**config.mk**
```make
export PLATFORM = sky130hd
export DESIGN_NAME = pll_pll_loop_config_control_regs
export DESIGN_NICKNAME = d
export VERILOG_FILES = /design/src/pll_loop_config_regs_pkg.sv /design/src/pll_pll_loop_config_control_regs.sv /design/src/ref_path.sv /design/src/lock_detect.sv
export SDC_FILE = /design/constraint.sdc
export NUM_CORES = 1
export LEC_CHECK = 0
export BUFFER_PORTS_ARGS = -buffer_cell sky130_fd_sc_hd__buf_2
export CORE_UTILIZATION = 59
export DETAILED_ROUTE_END_ITERATION = 10
export PLACE_DENSITY = 0.82
export SKIP_CTS_REPAIR_TIMING = 1
export SLEW_MARGIN = 20
export SYNTH_ARGS = -nofsm -noshare
export SYNTH_HDL_FRONTEND = slang
export SYNTH_SLANG_ARGS = --single-unit
```
**constraint.sdc**
```tcl
create_clock -name ref_clk -period 4.28 [get_ports ref_clk]
set_clock_uncertainty 0.1 [all_clocks]
set_input_delay 0.856 -clock ref_clk [delete_from_list [all_inputs] [get_ports ref_clk]]
set_output_delay 0.856 -clock ref_clk [all_outputs]
set_load 0.02 [all_outputs]
```
**src/pll_loop_config_regs_pkg.sv**
```systemverilog
// Constants, field layouts and carrier types for the synthesizer register bank.
// Assumes an 8-bit register port with a 10-bit address, all on ref_clk.
//
// Notes on behaviour
// - Loop config: prescaler bit1 off, feedback bit0 on
// - Five-bit reference divide, reset one, divides reference
// - Reference bit3 doubles reference frequency, reset clear
// - Reference bit0 halves; bits 2:1 reset 10
// - Lock after 1024/2048/4096/8192 good cycles
// - Lock state bit0 read-only, one when locked
// - Probe select: low, lock, ref/2, fb/2, high
// - Settle limit five bits, reset 0x1F
// - Ten-bit calibration limit over two registers
// - Band select ratio eight bits, reset 0x10
// - Mute receiver on unlock when enabled
// - Sixteen-bit feedback word double buffered
package pll_loop_config_regs_pkg;

	// ----------------------------------------
	// Register offsets
	// ----------------------------------------
	localparam logic [9:0] OFS_MUTE_UNLOCK    = 10'h103;
	localparam logic [9:0] OFS_FB_WORD_LOW    = 10'h200;
	localparam logic [9:0] OFS_FB_WORD_HIGH   = 10'h201;
	localparam logic [9:0] OFS_LOOP_CONFIG    = 10'h20B;
	localparam logic [9:0] OFS_REF_DIVIDE     = 10'h20C;
	localparam logic [9:0] OFS_REF_PATH       = 10'h20E;
	localparam logic [9:0] OFS_LOCK_CHECK     = 10'h214;
	localparam logic [9:0] OFS_SETTLE_LIMIT   = 10'h218;
	localparam logic [9:0] OFS_CAL_LIMIT_LOW  = 10'h21C;
	localparam logic [9:0] OFS_CAL_LIMIT_HIGH = 10'h21D;
	localparam logic [9:0] OFS_BAND_RATIO     = 10'h21E;
	localparam logic [9:0] OFS_PRESCALE_BIAS  = 10'h22B;
	localparam logic [9:0] OFS_PUMP_CURRENT   = 10'h22E;
	localparam logic [9:0] OFS_LEAK_CURRENT   = 10'h22F;
	localparam logic [9:0] OFS_LOCK_STATE     = 10'h24D;
	localparam logic [9:0] OFS_PROBE_SELECT   = 10'h24E;

	// ----------------------------------------
	// Reset values
	// ----------------------------------------
	localparam logic [1:0]  RST_LOOP_CONFIG   = 2'h1;
	localparam logic [4:0]  RST_REF_DIVIDE    = 5'h01;
	localparam logic [3:0]  RST_REF_PATH      = 4'h4;
	localparam logic [7:0]  RST_LOCK_CHECK    = 8'h48;
	localparam logic [4:0]  RST_SETTLE_LIMIT  = 5'h1F;
	localparam logic [7:0]  RST_CAL_LOW       = 8'h19;
	localparam logic [1:0]  RST_CAL_HIGH      = 2'h0;
	localparam logic [7:0]  RST_BAND_RATIO    = 8'h10;
	localparam logic [1:0]  RST_PRESCALE_BIAS = 2'h1;
	localparam logic [5:0]  PRESCALE_RSVD_VAL = 6'h02;
	localparam logic [3:0]  RST_PUMP_CURRENT  = 4'hE;
	localparam logic [7:0]  RST_LEAK_CURRENT  = 8'h08;
	localparam logic [7:0]  RST_PROBE_SELECT  = 8'h00;
	localparam logic        RST_MUTE_UNLOCK   = 1'b1;
	localparam logic [15:0] RST_FB_WORD       = 16'h0190;

	// ----------------------------------------
	// Field positions
	// ----------------------------------------
	localparam int LOOP_PRESCALE_BIT = 1;
	localparam int LOOP_FB_BIT       = 0;
	localparam int REF_DOUBLE_BIT    = 3;
	localparam int REF_HALVE_BIT     = 0;
	localparam int LOCK_WIN_LSB      = 3;
	localparam int LOCK_BIAS_LSB     = 6;

	// ----------------------------------------
	// Probe codes and lock window
	// ----------------------------------------
	localparam logic [3:0] PROBE_LOW  = 4'h0;
	localparam logic [3:0] PROBE_LOCK = 4'h1;
	localparam logic [3:0] PROBE_REF  = 4'h4;
	localparam logic [3:0] PROBE_FB   = 4'h5;
	localparam logic [3:0] PROBE_HIGH = 4'hE;
	localparam logic [13:0] LOCK_WIN_BASE = 14'd1024;

	// Settings handed to the analog synthesizer
	typedef struct packed {
		logic        prescale_on;
		logic        feedback_divide_on;
		logic [1:0]  lock_check_bias;
		logic [1:0]  ref_spare;
		logic [4:0]  settle_limit;
		logic [9:0]  osc_cal_limit;
		logic [1:0]  prescale_bias;
		logic [3:0]  pump_current;
		logic [7:0]  leak_current;
		logic [15:0] fb_word;
	} pll_loop_config_cfg_t;

endpackage

```
**src/pll_pll_loop_config_control_regs.sv**
```systemverilog
// Synthesizer configuration and status register bank with its small
// digital helpers: feedback divider, lock detect, band clock and probe mux.
// Assumes a register port on ref_clk; ref_in and fb_in are asynchronous pins.
module pll_pll_loop_config_control_regs
	import pll_loop_config_regs_pkg::*;
#(
	parameter int LOCK_TOL = 2
)(
	input  wire logic                       ref_clk,
	input  wire logic                       reset,
	input  wire logic [9:0]                 reg_addr,
	input  wire logic [7:0]                 reg_wdata,
	input  wire logic                       reg_wr,
	input  wire logic                       reg_rd,
	output logic      [7:0]                 reg_rdata,
	output logic                            reg_rvalid,
	input  wire logic                       ref_in,
	input  wire logic                       fb_in,
	output pll_loop_config_regs_pkg::pll_loop_config_cfg_t      pll_loop_config_cfg,
	output logic      [7:0]                 band_select_ratio,
	output logic                            band_clk,
	output logic                            probe_pin,
	output logic                            rx_mute
);
	import pll_loop_config_regs_pkg::*;

	// ----------------------------------------
	// Register storage
	// ----------------------------------------
	logic        prescale_on_ff;
	logic        feedback_divide_on_ff;
	logic [4:0]  ref_divide_ff;
	logic        ref_multiply_on_ff;
	logic [1:0]  ref_spare_ff;
	logic        ref_halve_on_ff;
	logic [1:0]  lock_check_bias_ff;
	logic [2:0]  lock_window_len_ff;
	logic [2:0]  lock_spare_ff;
	logic [4:0]  settle_limit_ff;
	logic [7:0]  cal_low_ff;
	logic [1:0]  cal_high_ff;
	logic [7:0]  band_ratio_ff;
	logic [1:0]  prescale_bias_ff;
	logic [3:0]  pump_current_ff;
	logic [7:0]  leak_current_ff;
	logic [7:0]  probe_sel_ff;
	logic        mute_unlock_on_ff;
	logic [7:0]  fb_low_stage_ff;
	logic [15:0] fb_word_ff;
	logic [7:0]  rdata_ff;
	logic        rvalid_ff;
	logic [7:0]  nxt_rdata;

	// Live logic
	logic        pfd_tick;
	logic        locked;
	logic        fb_sync1_ff;
	logic        fb_sync2_ff;
	logic        fb_prev_ff;
	logic        fb_rise;
	logic [15:0] fb_cnt_ff;
	logic        fb_tick;
	logic        ref_half_ff;
	logic        fb_half_ff;
	logic [7:0]  band_cnt_ff;
	logic        band_clk_ff;
	logic        probe_ff;
	logic        mute_ff;
	logic [7:0]  band_limit;

	// ----------------------------------------
	// Register writes
	// ----------------------------------------

	// Loop enables; upper bits are read-only zero
	always_ff @(posedge ref_clk) begin
		if (reset) begin
			prescale_on_ff        <= RST_LOOP_CONFIG[LOOP_PRESCALE_BIT];
			feedback_divide_on_ff <= RST_LOOP_CONFIG[LOOP_FB_BIT];
		end else if (reg_wr && reg_addr == OFS_LOOP_CONFIG) begin
			prescale_on_ff        <= reg_wdata[LOOP_PRESCALE_BIT];
			feedback_divide_on_ff <= reg_wdata[LOOP_FB_BIT];
		end
	end

	// Reference divide value
	always_ff @(posedge ref_clk) begin
		if (reset)
			ref_divide_ff <= RST_REF_DIVIDE;
		else if (reg_wr && reg_addr == OFS_REF_DIVIDE)
			ref_divide_ff <= reg_wdata[4:0];
	end

	// Reference path: doubler, writable spare pair, halver
	always_ff @(posedge ref_clk) begin
		if (reset) begin
			ref_multiply_on_ff <= RST_REF_PATH[REF_DOUBLE_BIT];
			ref_spare_ff       <= RST_REF_PATH[2:1];
			ref_halve_on_ff    <= RST_REF_PATH[REF_HALVE_BIT];
		end else if (reg_wr && reg_addr == OFS_REF_PATH) begin
			ref_multiply_on_ff <= reg_wdata[REF_DOUBLE_BIT];
			ref_spare_ff       <= reg_wdata[2:1];
			ref_halve_on_ff    <= reg_wdata[REF_HALVE_BIT];
		end
	end

	// Lock check setup; the low spare bits are writable storage
	always_ff @(posedge ref_clk) begin
		if (reset) begin
			lock_check_bias_ff <= RST_LOCK_CHECK[LOCK_BIAS_LSB +: 2];
			lock_window_len_ff <= RST_LOCK_CHECK[LOCK_WIN_LSB +: 3];
			lock_spare_ff      <= RST_LOCK_CHECK[2:0];
		end else if (reg_wr && reg_addr == OFS_LOCK_CHECK) begin
			lock_check_bias_ff <= reg_wdata[LOCK_BIAS_LSB +: 2];
			lock_window_len_ff <= reg_wdata[LOCK_WIN_LSB +: 3];
			lock_spare_ff      <= reg_wdata[2:0];
		end
	end

	// Timeouts and band ratio
	always_ff @(posedge ref_clk) begin
		if (reset) begin
			settle_limit_ff <= RST_SETTLE_LIMIT;
			cal_low_ff      <= RST_CAL_LOW;
			cal_high_ff     <= RST_CAL_HIGH;
			band_ratio_ff   <= RST_BAND_RATIO;
		end else if (reg_wr) begin
			if (reg_addr == OFS_SETTLE_LIMIT)
				settle_limit_ff <= reg_wdata[4:0];
			if (reg_addr == OFS_CAL_LIMIT_LOW)
				cal_low_ff <= reg_wdata;
			if (reg_addr == OFS_CAL_LIMIT_HIGH)
				cal_high_ff <= reg_wdata[1:0];
			if (reg_addr == OFS_BAND_RATIO)
				band_ratio_ff <= reg_wdata;
		end
	end

	// Analog trims; recommended values are left to software
	always_ff @(posedge ref_clk) begin
		if (reset) begin
			prescale_bias_ff <= RST_PRESCALE_BIAS;
			pump_current_ff  <= RST_PUMP_CURRENT;
			leak_current_ff  <= RST_LEAK_CURRENT;
		end else if (reg_wr) begin
			if (reg_addr == OFS_PRESCALE_BIAS)
				prescale_bias_ff <= reg_wdata[1:0];
			if (reg_addr == OFS_PUMP_CURRENT)
				pump_current_ff <= reg_wdata[3:0];
			if (reg_addr == OFS_LEAK_CURRENT)
				leak_current_ff <= reg_wdata;
		end
	end

	// Probe select and mute-on-unlock enable
	always_ff @(posedge ref_clk) begin
		if (reset) begin
			probe_sel_ff      <= RST_PROBE_SELECT;
			mute_unlock_on_ff <= RST_MUTE_UNLOCK;
		end else if (reg_wr) begin
			if (reg_addr == OFS_PROBE_SELECT)
				probe_sel_ff <= reg_wdata;
			if (reg_addr == OFS_MUTE_UNLOCK)
				mute_unlock_on_ff <= reg_wdata[0];
		end
	end

	// Feedback word: low byte is staged, high byte write commits both,
	// so the divider never sees half an update
	always_ff @(posedge ref_clk) begin
		if (reset) begin
			fb_low_stage_ff <= RST_FB_WORD[7:0];
			fb_word_ff      <= RST_FB_WORD;
		end else if (reg_wr) begin
			if (reg_addr == OFS_FB_WORD_LOW)
				fb_low_stage_ff <= reg_wdata;
			if (reg_addr == OFS_FB_WORD_HIGH)
				fb_word_ff <= {reg_wdata, fb_low_stage_ff};
		end
	end

	// ----------------------------------------
	// Register reads
	// ----------------------------------------

	// Reserved bits read back as their fixed values; writes to the lock
	// state never land anywhere
	always_comb begin
		nxt_rdata = 8'h00;
		case (reg_addr)
			OFS_MUTE_UNLOCK:    nxt_rdata = {7'h00, mute_unlock_on_ff};
			OFS_FB_WORD_LOW:    nxt_rdata = fb_low_stage_ff;
			OFS_FB_WORD_HIGH:   nxt_rdata = fb_word_ff[15:8];
			OFS_LOOP_CONFIG:    nxt_rdata = {6'h00, prescale_on_ff, feedback_divide_on_ff};
			OFS_REF_DIVIDE:     nxt_rdata = {3'h0, ref_divide_ff};
			OFS_REF_PATH:       nxt_rdata = {4'h0, ref_multiply_on_ff, ref_spare_ff,
			                                 ref_halve_on_ff};
			OFS_LOCK_CHECK:     nxt_rdata = {lock_check_bias_ff, lock_window_len_ff,
			                                 lock_spare_ff};
			OFS_SETTLE_LIMIT:   nxt_rdata = {3'h0, settle_limit_ff};
			OFS_CAL_LIMIT_LOW:  nxt_rdata = cal_low_ff;
			OFS_CAL_LIMIT_HIGH: nxt_rdata = {6'h00, cal_high_ff};
			OFS_BAND_RATIO:     nxt_rdata = band_ratio_ff;
			OFS_PRESCALE_BIAS:  nxt_rdata = {PRESCALE_RSVD_VAL, prescale_bias_ff};
			OFS_PUMP_CURRENT:   nxt_rdata = {4'h0, pump_current_ff};
			OFS_LEAK_CURRENT:   nxt_rdata = leak_current_ff;
			OFS_LOCK_STATE:     nxt_rdata = {7'h00, locked};
			OFS_PROBE_SELECT:   nxt_rdata = probe_sel_ff;
			default:            nxt_rdata = 8'h00;
		endcase
	end

	// Read data one cycle after the strobe
	always_ff @(posedge ref_clk) begin
		if (reset) begin
			rdata_ff  <= 8'h00;
			rvalid_ff <= 1'b0;
		end else begin
			rvalid_ff <= reg_rd;
			if (reg_rd)
				rdata_ff <= nxt_rdata;
		end
	end
	assign reg_rdata  = rdata_ff;
	assign reg_rvalid = rvalid_ff;

	// ----------------------------------------
	// Reference path and lock detector
	// ----------------------------------------
	ref_path u_ref_path (
		.ref_clk    (ref_clk),
		.reset      (reset),
		.ref_in     (ref_in),
		.double_on  (ref_multiply_on_ff),
		.halve_on   (ref_halve_on_ff),
		.divide_val (ref_divide_ff),
		.pfd_tick   (pfd_tick)
	);

	lock_detect #(
		.TOL (LOCK_TOL)
	) u_lock_detect (
		.ref_clk     (ref_clk),
		.reset       (reset),
		.ref_tick    (pfd_tick),
		.fb_tick     (fb_tick),
		.window_code (lock_window_len_ff),
		.locked      (locked)
	);

	// ----------------------------------------
	// Feedback divider
	// ----------------------------------------

	// Feedback pin synchroniser
	always_ff @(posedge ref_clk) begin
		fb_sync1_ff <= reset ? 1'b0 : fb_in;
		fb_sync2_ff <= reset ? 1'b0 : fb_sync1_ff;
		fb_prev_ff  <= reset ? 1'b0 : fb_sync2_ff;
	end
	assign fb_rise = fb_sync2_ff & ~fb_prev_ff;

	// Disabled divider emits no ticks, which also drops lock
	always_ff @(posedge ref_clk) begin
		if (reset || !feedback_divide_on_ff)
			fb_cnt_ff <= 16'h0000;
		else if (fb_rise)
			fb_cnt_ff <= fb_tick ? 16'h0000 : fb_cnt_ff + 16'h0001;
	end
	assign fb_tick = feedback_divide_on_ff && fb_rise && (fb_cnt_ff + 16'h0001 >= fb_word_ff);

	// ----------------------------------------
	// Band select clock and probe
	// ----------------------------------------
	assign band_limit = (band_ratio_ff == 8'h00) ? 8'h01 : band_ratio_ff;

	// Toggles after every band_limit phase detector cycles
	always_ff @(posedge ref_clk) begin
		if (reset) begin
			band_cnt_ff <= 8'h00;
			band_clk_ff <= 1'b0;
		end else if (pfd_tick) begin
			if (band_cnt_ff + 8'h01 >= band_limit) begin
				band_cnt_ff <= 8'h00;
				band_clk_ff <= ~band_clk_ff;
			end else begin
				band_cnt_ff <= band_cnt_ff + 8'h01;
			end
		end
	end

	// Counter halves for the probe
	always_ff @(posedge ref_clk) begin
		if (reset) begin
			ref_half_ff <= 1'b0;
			fb_half_ff  <= 1'b0;
		end else begin
			if (pfd_tick)
				ref_half_ff <= ~ref_half_ff;
			if (fb_tick)
				fb_half_ff <= ~fb_half_ff;
		end
	end

	// Probe mux; codes outside the list drive low
	always_ff @(posedge ref_clk) begin
		if (reset) begin
			probe_ff <= 1'b0;
		end else begin
			case (probe_sel_ff[3:0])
				PROBE_LOW:  probe_ff <= 1'b0;
				PROBE_LOCK: probe_ff <= locked;
				PROBE_REF:  probe_ff <= ref_half_ff;
				PROBE_FB:   probe_ff <= fb_half_ff;
				PROBE_HIGH: probe_ff <= 1'b1;
				default:    probe_ff <= 1'b0;
			endcase
		end
	end

	// Receiver mute follows loss of lock when enabled
	always_ff @(posedge ref_clk) begin
		if (reset)
			mute_ff <= RST_MUTE_UNLOCK;
		else
			mute_ff <= mute_unlock_on_ff && !locked;
	end

	// ----------------------------------------
	// Outputs to the analog side
	// ----------------------------------------
	// Fields go straight out so each write acts on the next edge
	assign pll_loop_config_cfg.prescale_on        = prescale_on_ff;
	assign pll_loop_config_cfg.feedback_divide_on = feedback_divide_on_ff;
	assign pll_loop_config_cfg.lock_check_bias    = lock_check_bias_ff;
	assign pll_loop_config_cfg.ref_spare          = ref_spare_ff;
	assign pll_loop_config_cfg.settle_limit       = settle_limit_ff;
	assign pll_loop_config_cfg.osc_cal_limit      = {cal_high_ff, cal_low_ff};
	assign pll_loop_config_cfg.prescale_bias      = prescale_bias_ff;
	assign pll_loop_config_cfg.pump_current       = pump_current_ff;
	assign pll_loop_config_cfg.leak_current       = leak_current_ff;
	assign pll_loop_config_cfg.fb_word            = fb_word_ff;
	assign band_select_ratio            = band_ratio_ff;
	assign band_clk                     = band_clk_ff;
	assign probe_pin                    = probe_ff;
	assign rx_mute                      = mute_ff;

endmodule

```
**src/ref_path.sv**
```systemverilog
// Reference path: pin synchroniser, doubler, halver and reference divider.
// Assumes ref_in is an asynchronous pin well below half of ref_clk.
module ref_path
	import pll_loop_config_regs_pkg::*;
(
	input  wire logic       ref_clk,
	input  wire logic       reset,
	input  wire logic       ref_in,
	input  wire logic       double_on,
	input  wire logic       halve_on,
	input  wire logic [4:0] divide_val,
	output logic            pfd_tick
);
	logic       sync1_ff;
	logic       sync2_ff;
	logic       prev_ff;
	logic       halve_ff;
	logic [4:0] div_cnt_ff;
	logic       edge_tick;
	logic       half_tick;
	logic [4:0] limit;

	// ----------------------------------------
	// Pin synchroniser
	// ----------------------------------------
	always_ff @(posedge ref_clk) begin
		sync1_ff <= reset ? 1'b0 : ref_in;
		sync2_ff <= reset ? 1'b0 : sync1_ff;
		prev_ff  <= reset ? 1'b0 : sync2_ff;
	end

	// Both edges count when doubling, rising only otherwise
	assign edge_tick = double_on ? (sync2_ff ^ prev_ff) : (sync2_ff & ~prev_ff);

	// Halver passes every second edge
	always_ff @(posedge ref_clk) begin
		if (reset)
			halve_ff <= 1'b0;
		else if (edge_tick)
			halve_ff <= ~halve_ff;
	end
	assign half_tick = halve_on ? (edge_tick & halve_ff) : edge_tick;

	// Zero would stall the divider, so it acts as one
	assign limit = (divide_val == 5'd0) ? 5'd1 : divide_val;

	// Reference divider ahead of the phase detector
	always_ff @(posedge ref_clk) begin
		if (reset)
			div_cnt_ff <= 5'd0;
		else if (half_tick)
			div_cnt_ff <= (div_cnt_ff + 5'd1 >= limit) ? 5'd0 : div_cnt_ff + 5'd1;
	end
	assign pfd_tick = half_tick && (div_cnt_ff + 5'd1 >= limit);

endmodule

```
**src/lock_detect.sv**
```systemverilog
// Digital lock detector: counts consecutive in-tolerance phase detector cycles.
// Assumes one-cycle ref and feedback ticks on ref_clk.
module lock_detect
	import pll_loop_config_regs_pkg::*;
#(
	parameter int TOL = 2
)(
	input  wire logic       ref_clk,
	input  wire logic       reset,
	input  wire logic       ref_tick,
	input  wire logic       fb_tick,
	input  wire logic [2:0] window_code,
	output logic            locked
);
	logic [7:0]  since_ref_ff;
	logic        fb_seen_ff;
	logic [13:0] run_ff;
	logic        locked_ff;
	logic [13:0] target;
	logic        good;
	logic        bad;

	// Codes above 011 saturate at the longest window
	assign target = LOCK_WIN_BASE << (window_code[2] ? 2'd3 : window_code[1:0]);

	// Feedback edge close behind the reference edge is good
	assign good = fb_tick && !fb_seen_ff && (since_ref_ff <= 8'(TOL));
	// Late feedback, or a reference edge with none seen, breaks the run
	assign bad  = (fb_tick && (since_ref_ff > 8'(TOL))) || (ref_tick && !fb_seen_ff && !fb_tick);

	// ----------------------------------------
	// Phase distance tracking
	// ----------------------------------------
	always_ff @(posedge ref_clk) begin
		if (reset) begin
			since_ref_ff <= 8'hFF;
			fb_seen_ff   <= 1'b1;
		end else if (ref_tick) begin
			since_ref_ff <= 8'h00;
			fb_seen_ff   <= fb_tick;
		end else begin
			if (since_ref_ff != 8'hFF)
				since_ref_ff <= since_ref_ff + 8'h01;
			if (fb_tick)
				fb_seen_ff <= 1'b1;
		end
	end

	// Run length and lock flag
	always_ff @(posedge ref_clk) begin
		if (reset || bad) begin
			run_ff    <= 14'd0;
			locked_ff <= 1'b0;
		end else if (good) begin
			if (run_ff + 14'd1 >= target)
				locked_ff <= 1'b1;
			if (run_ff != 14'h3FFF)
				run_ff <= run_ff + 14'd1;
		end
	end
	assign locked = locked_ff;

endmodule

```
==> flow_summary.ini, run 1 <==
[timing]
tns_ps = 0
period_share_pct = 90.70
slew_violations = 0
max_freq_mhz = 257.6
hold_viol = 0
rsz0062_at_grt = false
period_needed_ps = 3882
setup_viol = 0
relSlewSlack_pct = 23.12
tightest_slew_ps = 1143

[placed_design]
dpl.hpwl_mm = 16.52
gp_congestion = 0.9767
portBuffers = 94

[cells_and_area]
drive_gt1_share_pct = 14.75
diodes = 0
final_common_cell = dfxtp_1
utilization_pct = 68.98
final_cell_mix = 163 x dfxtp_1, 161 x nand2_1, 94 x buf_2
nets = 1183
nFillCells = 1149
areaGrowthSynthToFinish_pct = 12.71

[synthesis]
avgSynthCellArea_sq_um = 8.154
yosysUniqueCellTypes = 72
syn-num-nets = 1118
ys_ff_latch = 163
syn_area_sq_mm = 0.008594
synth_top_cell_area_share_pct = 37.97
synth-seq-area-share_pct = 37.97
async_flop_share_pct = 0
synth_edf_count = 0
yosysWarnings = 0
synthTopCellsByArea = dfxtp_1 38%, nand2_1 7.0%, ha_1 5.8%, nand3_1 5.4%, a21oi_1 5.4%
synthCells = 1054
yosys.area.top_type = dfxtp_1
synthFlopType = dfxtp_1

[die]
die_h_um = 122.7
dieArea_sq_mm = 0.01505
rows = 43
fp.dieW_um = 122.7
core-area_sq_mm = 0.01404
start_util_pct = 61.20
ios = 95

[worst_setup_path]
critPathBufInv = 0
required_ps = 4540
worstPathArrival_ps = 4150
path_max_fanout = 27
critPathKind = reg -> reg
path_cells = ha_1, nand3_1, nor3_1, nand4_1, xnor2_1, ha_1, nand4_1, nor4_1, a32oi_2, and2_2, or4_1, a21oi_1
crit_family = simple AND/OR/NAND/NOR gates
crit_slowest_cell = or4_1
reg2reg_slack_ps = 400
endpoint_kind = register
slowest_delay_ps = 540
cp-start-kind = register

[route]
drt_wl_total_mm = 24.08
drc = 0
vias_per_cell = 6.243
dr.pass1.iters = 6
drtIter0Drc = 957
antenna_left = 0
num_vias = 8191
wl_per_cell_um = 18.35

[grt]
grt_max_degree = 87
met2_usage_pct = 52.88
globalRoute.busiestLayer = met2
gr-total-overflow = 0
grt_usage_pct = 32.94
grt_pass1_vias = 7340
antenna_found_initial = 0
met1_usage_pct = 43.28
grt_pass1_wl_mm = 38.09
met3_usage_pct = 5.623

[clocking]
cts.sinks = 163
cts_tree = yes
cts_root_buf = clkbuf_16
clock_path_buffers = 2
clock_latency_ps = 440
cts_buffers = 17
htreeDepth = 4
clk_pin_slew_worst_paths_ps = 60

[pwr]
ir_worst_vdd_uv = 269.9
powerDensity_mw_per_mm2 = 349.5
power.leakage_nw = 3.833

[flow_run]
max_cap_viol_count = 0

[worst_hold_path]
hold_class = reg -> reg

[status]
status = finished clean
==> final timing paths <==
kind | startpoint | endpoint | cells after the start
max | fb_cnt_ff[0] | u_lock_detect.run_ff[10] | 12
min | fb_sync1_ff | fb_sync2_ff | 1
max reg2reg | fb_cnt_ff[0] | u_lock_detect.run_ff[10] | 12
min reg2reg | fb_sync1_ff | fb_sync2_ff | 1
==> per-stage QoR <==
step                instances  total power [mW]  setup WS, ps  area (sq um)  hold slack [ps]
finish                   1312             3.386         398.2          9687            349.3
global route             1312             3.493         93.53          9687            367.6
CTS                      1312             3.387         228.0          9686            350.6
detailed placement       1280             1.931         322.8          9116            323.1
global placement         1280             1.920         387.3          9116            323.2
floorplan                1054             1.853         697.1          8594            313.8
==> cells in the mapped netlist, drive strengths merged (4+ instances only) <==
master,n
or4,11
o2bb2ai,5
nor2b,9
or3,6
mux2,4
clkbuf,41
nand2,161
xor2,16
nor3,21
xnor2,28
mux2i,30
a31oi,6
a22oi,13
dfxtp,163
nand4,18
o31ai,6
inv,53
nand3,93
nor3b,4
nor2,56
nand2b,16
nor4,8
a21oi,92
a221oi,9
ha,40
nor4b,4
o211ai,15
o21ai,33
a32oi,5
nand3b,7
buf,20
and3,8
or4b,5
a22o,4
a211oi,8
==> registers in the layout, indices dropped and copies added, names as in the netlist, 2 cells and up <==
signal and count:
u_ref_path.div_cnt_ff 5, settle_limit_ff 5, u_lock_detect.run_ff 14, leak_current_ff 8, ref_spare_ff 2, lock_spare_ff 3
band_cnt_ff 8, u_lock_detect.since_ref_ff 8, reg_rdata 8, lock_check_bias_ff 2, lock_window_len_ff 3, cal_high_ff 2
cal_low_ff 8, band_select_ratio 8, fb_cnt_ff 16, fb_word_ff 16, ref_divide_ff 5, pump_current_ff 4
fb_low_stage_ff 8, prescale_bias_ff 2, probe_sel_ff 8
==> layout make-up <==
cell class                 instances  area, sq um  area share, %
clock buffer                      20        446.7          4.611
sequential                       163         3263          33.69
clock inverter                    12        122.6          1.266
tap                              180        225.2          2.325
timing repair buffer             107        568.0          5.864
multi-input combinational        777         4862          50.19
inverter                          53        198.9          2.054
==> layer usage <==
metal / part of all wire [%] / up-vias
li1: - / 3889
met5: 0 / -
met3: 8.7 / 65
met2: 46 / 452
met4: 3.5 / 0
met1: 42 / 3785
==> report_power, final <==
part | total, mW | switching, mW | internal [mW]
registers | 1.60 | 0.0436 | 1.56
logic | 0.305 | 0.188 | 0.117
clock network | 1.48 | 0.656 | 0.826
total | 3.39 | 0.887 | 2.50
==> cell families after synthesis <==
logic type	count (synthesis)	share of synthesized area, %
AOI/OAI and AO/OA	220	16.49
xor gates and xnor gates	44	4.484
adders and majority gates	40	5.823
buffers and inverters	114	5.474
DFF	163	37.97
muxes	34	4.018
and+or+nand+nor	439	25.74
(Power assumes the default switching activity.)
==> run 2, diff against run 1 <==
Settings changed: CORE_MARGIN set to 2.
==> run 2 against run 1 <==
  * Combinational power about the same
  * Routed wire length up 3.3%
  * Via count up 1.6%
  * Flip-flop and latch count unchanged
  * Die area up 3.3%
  * Critical path type unchanged
  * Largest power group is now the clock network
==> flow_summary.ini, run 2 (synthesis gave the netlist of run 1 again) <==
[cells_and_area]
nets = 1184
final_area_sq_mm = 0.009774
largest_registers = fb_cnt_ff x16, fb_word_ff x16, u_lock_detect.run_ff x14
diodes = 0
drive_gt1_share_pct = 14.85
utilization_pct = 68.03
final_cell_mix = 163 x dfxtp_1, 161 x nand2_1, 94 x buf_2
areaGrowthSynthToFinish_pct = 13.73
final_common_cell = dfxtp_1

[grt]
grt_max_degree = 59
antenna_found_initial = 0
grt_pass1_wl_mm = 39.66
grt_pass1_vias = 7637
gr-total-overflow = 0
grt_usage_pct = 31.35

[timing]
period_needed_ps = 4010
max_freq_mhz = 249.4
tns_ps = 0
setup_slack_ps = 269.7
slew_violations = 0
tightest_slew_ps = 1109
rsz0062_at_grt = false
setup_viol = 0
hold_viol = 0
relSlewSlack_pct = 25.39
period_share_pct = 93.70

[placed_design]
placed_area_sq_mm = 0.009129
portBuffers = 94
dpl.hpwl_mm = 16.85
pre_cts_ws_ps = 182.0
gp_congestion = 1.008

[worst_hold_path]
hp-start = u_ref_path.sync1_ff
hold_class = reg -> reg
hold_path_depth = 1
hold-path-endpoint = u_ref_path.sync2_ff

[clocking]
cts_root_buf = clkbuf_16
htreeDepth = 4
cts_tree = yes
cts.sinks = 163
clock_path_buffers = 2
clock_latency_ps = 430
cts_buffers = 17
clk_pin_slew_worst_paths_ps = 60

[worst_setup_path]
endpoint_kind = register
rr_endpoint = u_lock_detect.run_ff[4]
crit_cells = 12
required_ps = 4540
reg2reg_slack_ps = 270
reg2regPathDepth = 12
cp-start-kind = register
critPathKind = reg -> reg
crit_slowest_cell = or4b_1
timing.rr.start = fb_cnt_ff[0]
path_cells = ha_1, nand3_1, nor3_1, nand4_1, xnor2_1, ha_1, nand4_1, nor4_1, a32oi_2, and2_2, or4b_1, a21oi_1
crit_family = simple AND/OR/NAND/NOR gates
path_max_fanout = 27
critPathBufInv = 0
slowest_delay_ps = 520
worstPathArrival_ps = 4270

[route]
drtIter0Drc = 999
dr.pass1.iters = 6
vias_per_cell = 6.329
num_vias = 8322
antenna_left = 0
wl_per_cell_um = 18.92
drt_wl_total_mm = 24.88
drc = 0

[die]
ios = 95
core-area_sq_mm = 0.01437
fp.dieW_um = 124.7
die_h_um = 124.7
dieArea_sq_mm = 0.01555
rows = 44
start_util_pct = 59.81

[flow_run]
max_cap_viol_count = 0

[pwr]
powerDensity_mw_per_mm2 = 366.9
ir_worst_vdd_uv = 313.0
power.leakage_nw = 3.879

[status]
status = finished clean
-- run 2: layout make-up --
class / count / area [sq um]
Multi-Input combinational cell: 777 / 4862
Fill cell: 1140 / 4594
Sequential cell: 163 / 3263
Timing Repair Buffer: 108 / 575.6
Clock buffer: 18 / 439.2
Tap cell: 184 / 230.2
Clock inverter: 12 / 205.2
Inverter: 53 / 198.9
-- run 2: metal layers --
| layer | vias to the layer above | share of wire [%] | GRT usage (%) | wire (um) |
|---|---|---|---|---|
| met1 | 3884 | 41 | 41.18 | 10190 |
| met3 | 95 | 8.5 | 6.271 | 2119 |
| met2 | 465 | 46 | 50.18 | 11560 |
| li1 | 3878 | - | - | - |
| met5 | - | 0 | 0 | 0 |
| met4 | 0 | 4.1 | 13.62 | 1019 |
-- run 2: power by group --
group | internal [mW] | switching [mW] | total [mW]
logic | 0.117 | 0.189 | 0.306
registers | 1.56 | 0.0458 | 1.60
clock network | 1.05 | 0.632 | 1.68
total | 2.72 | 0.867 | 3.59
-- run 2: how the worst max path moves through the flow --
stage	from	to	slack, ps
finish	fb_cnt_ff[0]	u_lock_detect.run_ff[4]	270
global route	fb_cnt_ff[0]	u_lock_detect.run_ff[4]	50
CTS	fb_cnt_ff[0]	u_lock_detect.run_ff[4]	140
detailed placement	fb_cnt_ff[0]	u_lock_detect.run_ff[4]	180
global placement	fb_cnt_ff[0]	u_lock_detect.run_ff[11]	350
floorplan	fb_cnt_ff[0]	u_lock_detect.run_ff[8]	700
-- run 2: metrics by stage --
stage / total power [mW] / hold WS, ps / instances
finish: 3.587 / 351.3 / 1315
floorplan: 1.853 / 313.8 / 1054
CTS: 3.582 / 355.8 / 1315
detailed placement: 1.933 / 336.2 / 1285
global placement: 1.920 / 339.8 / 1285
global route: 3.694 / 371.5 / 1315
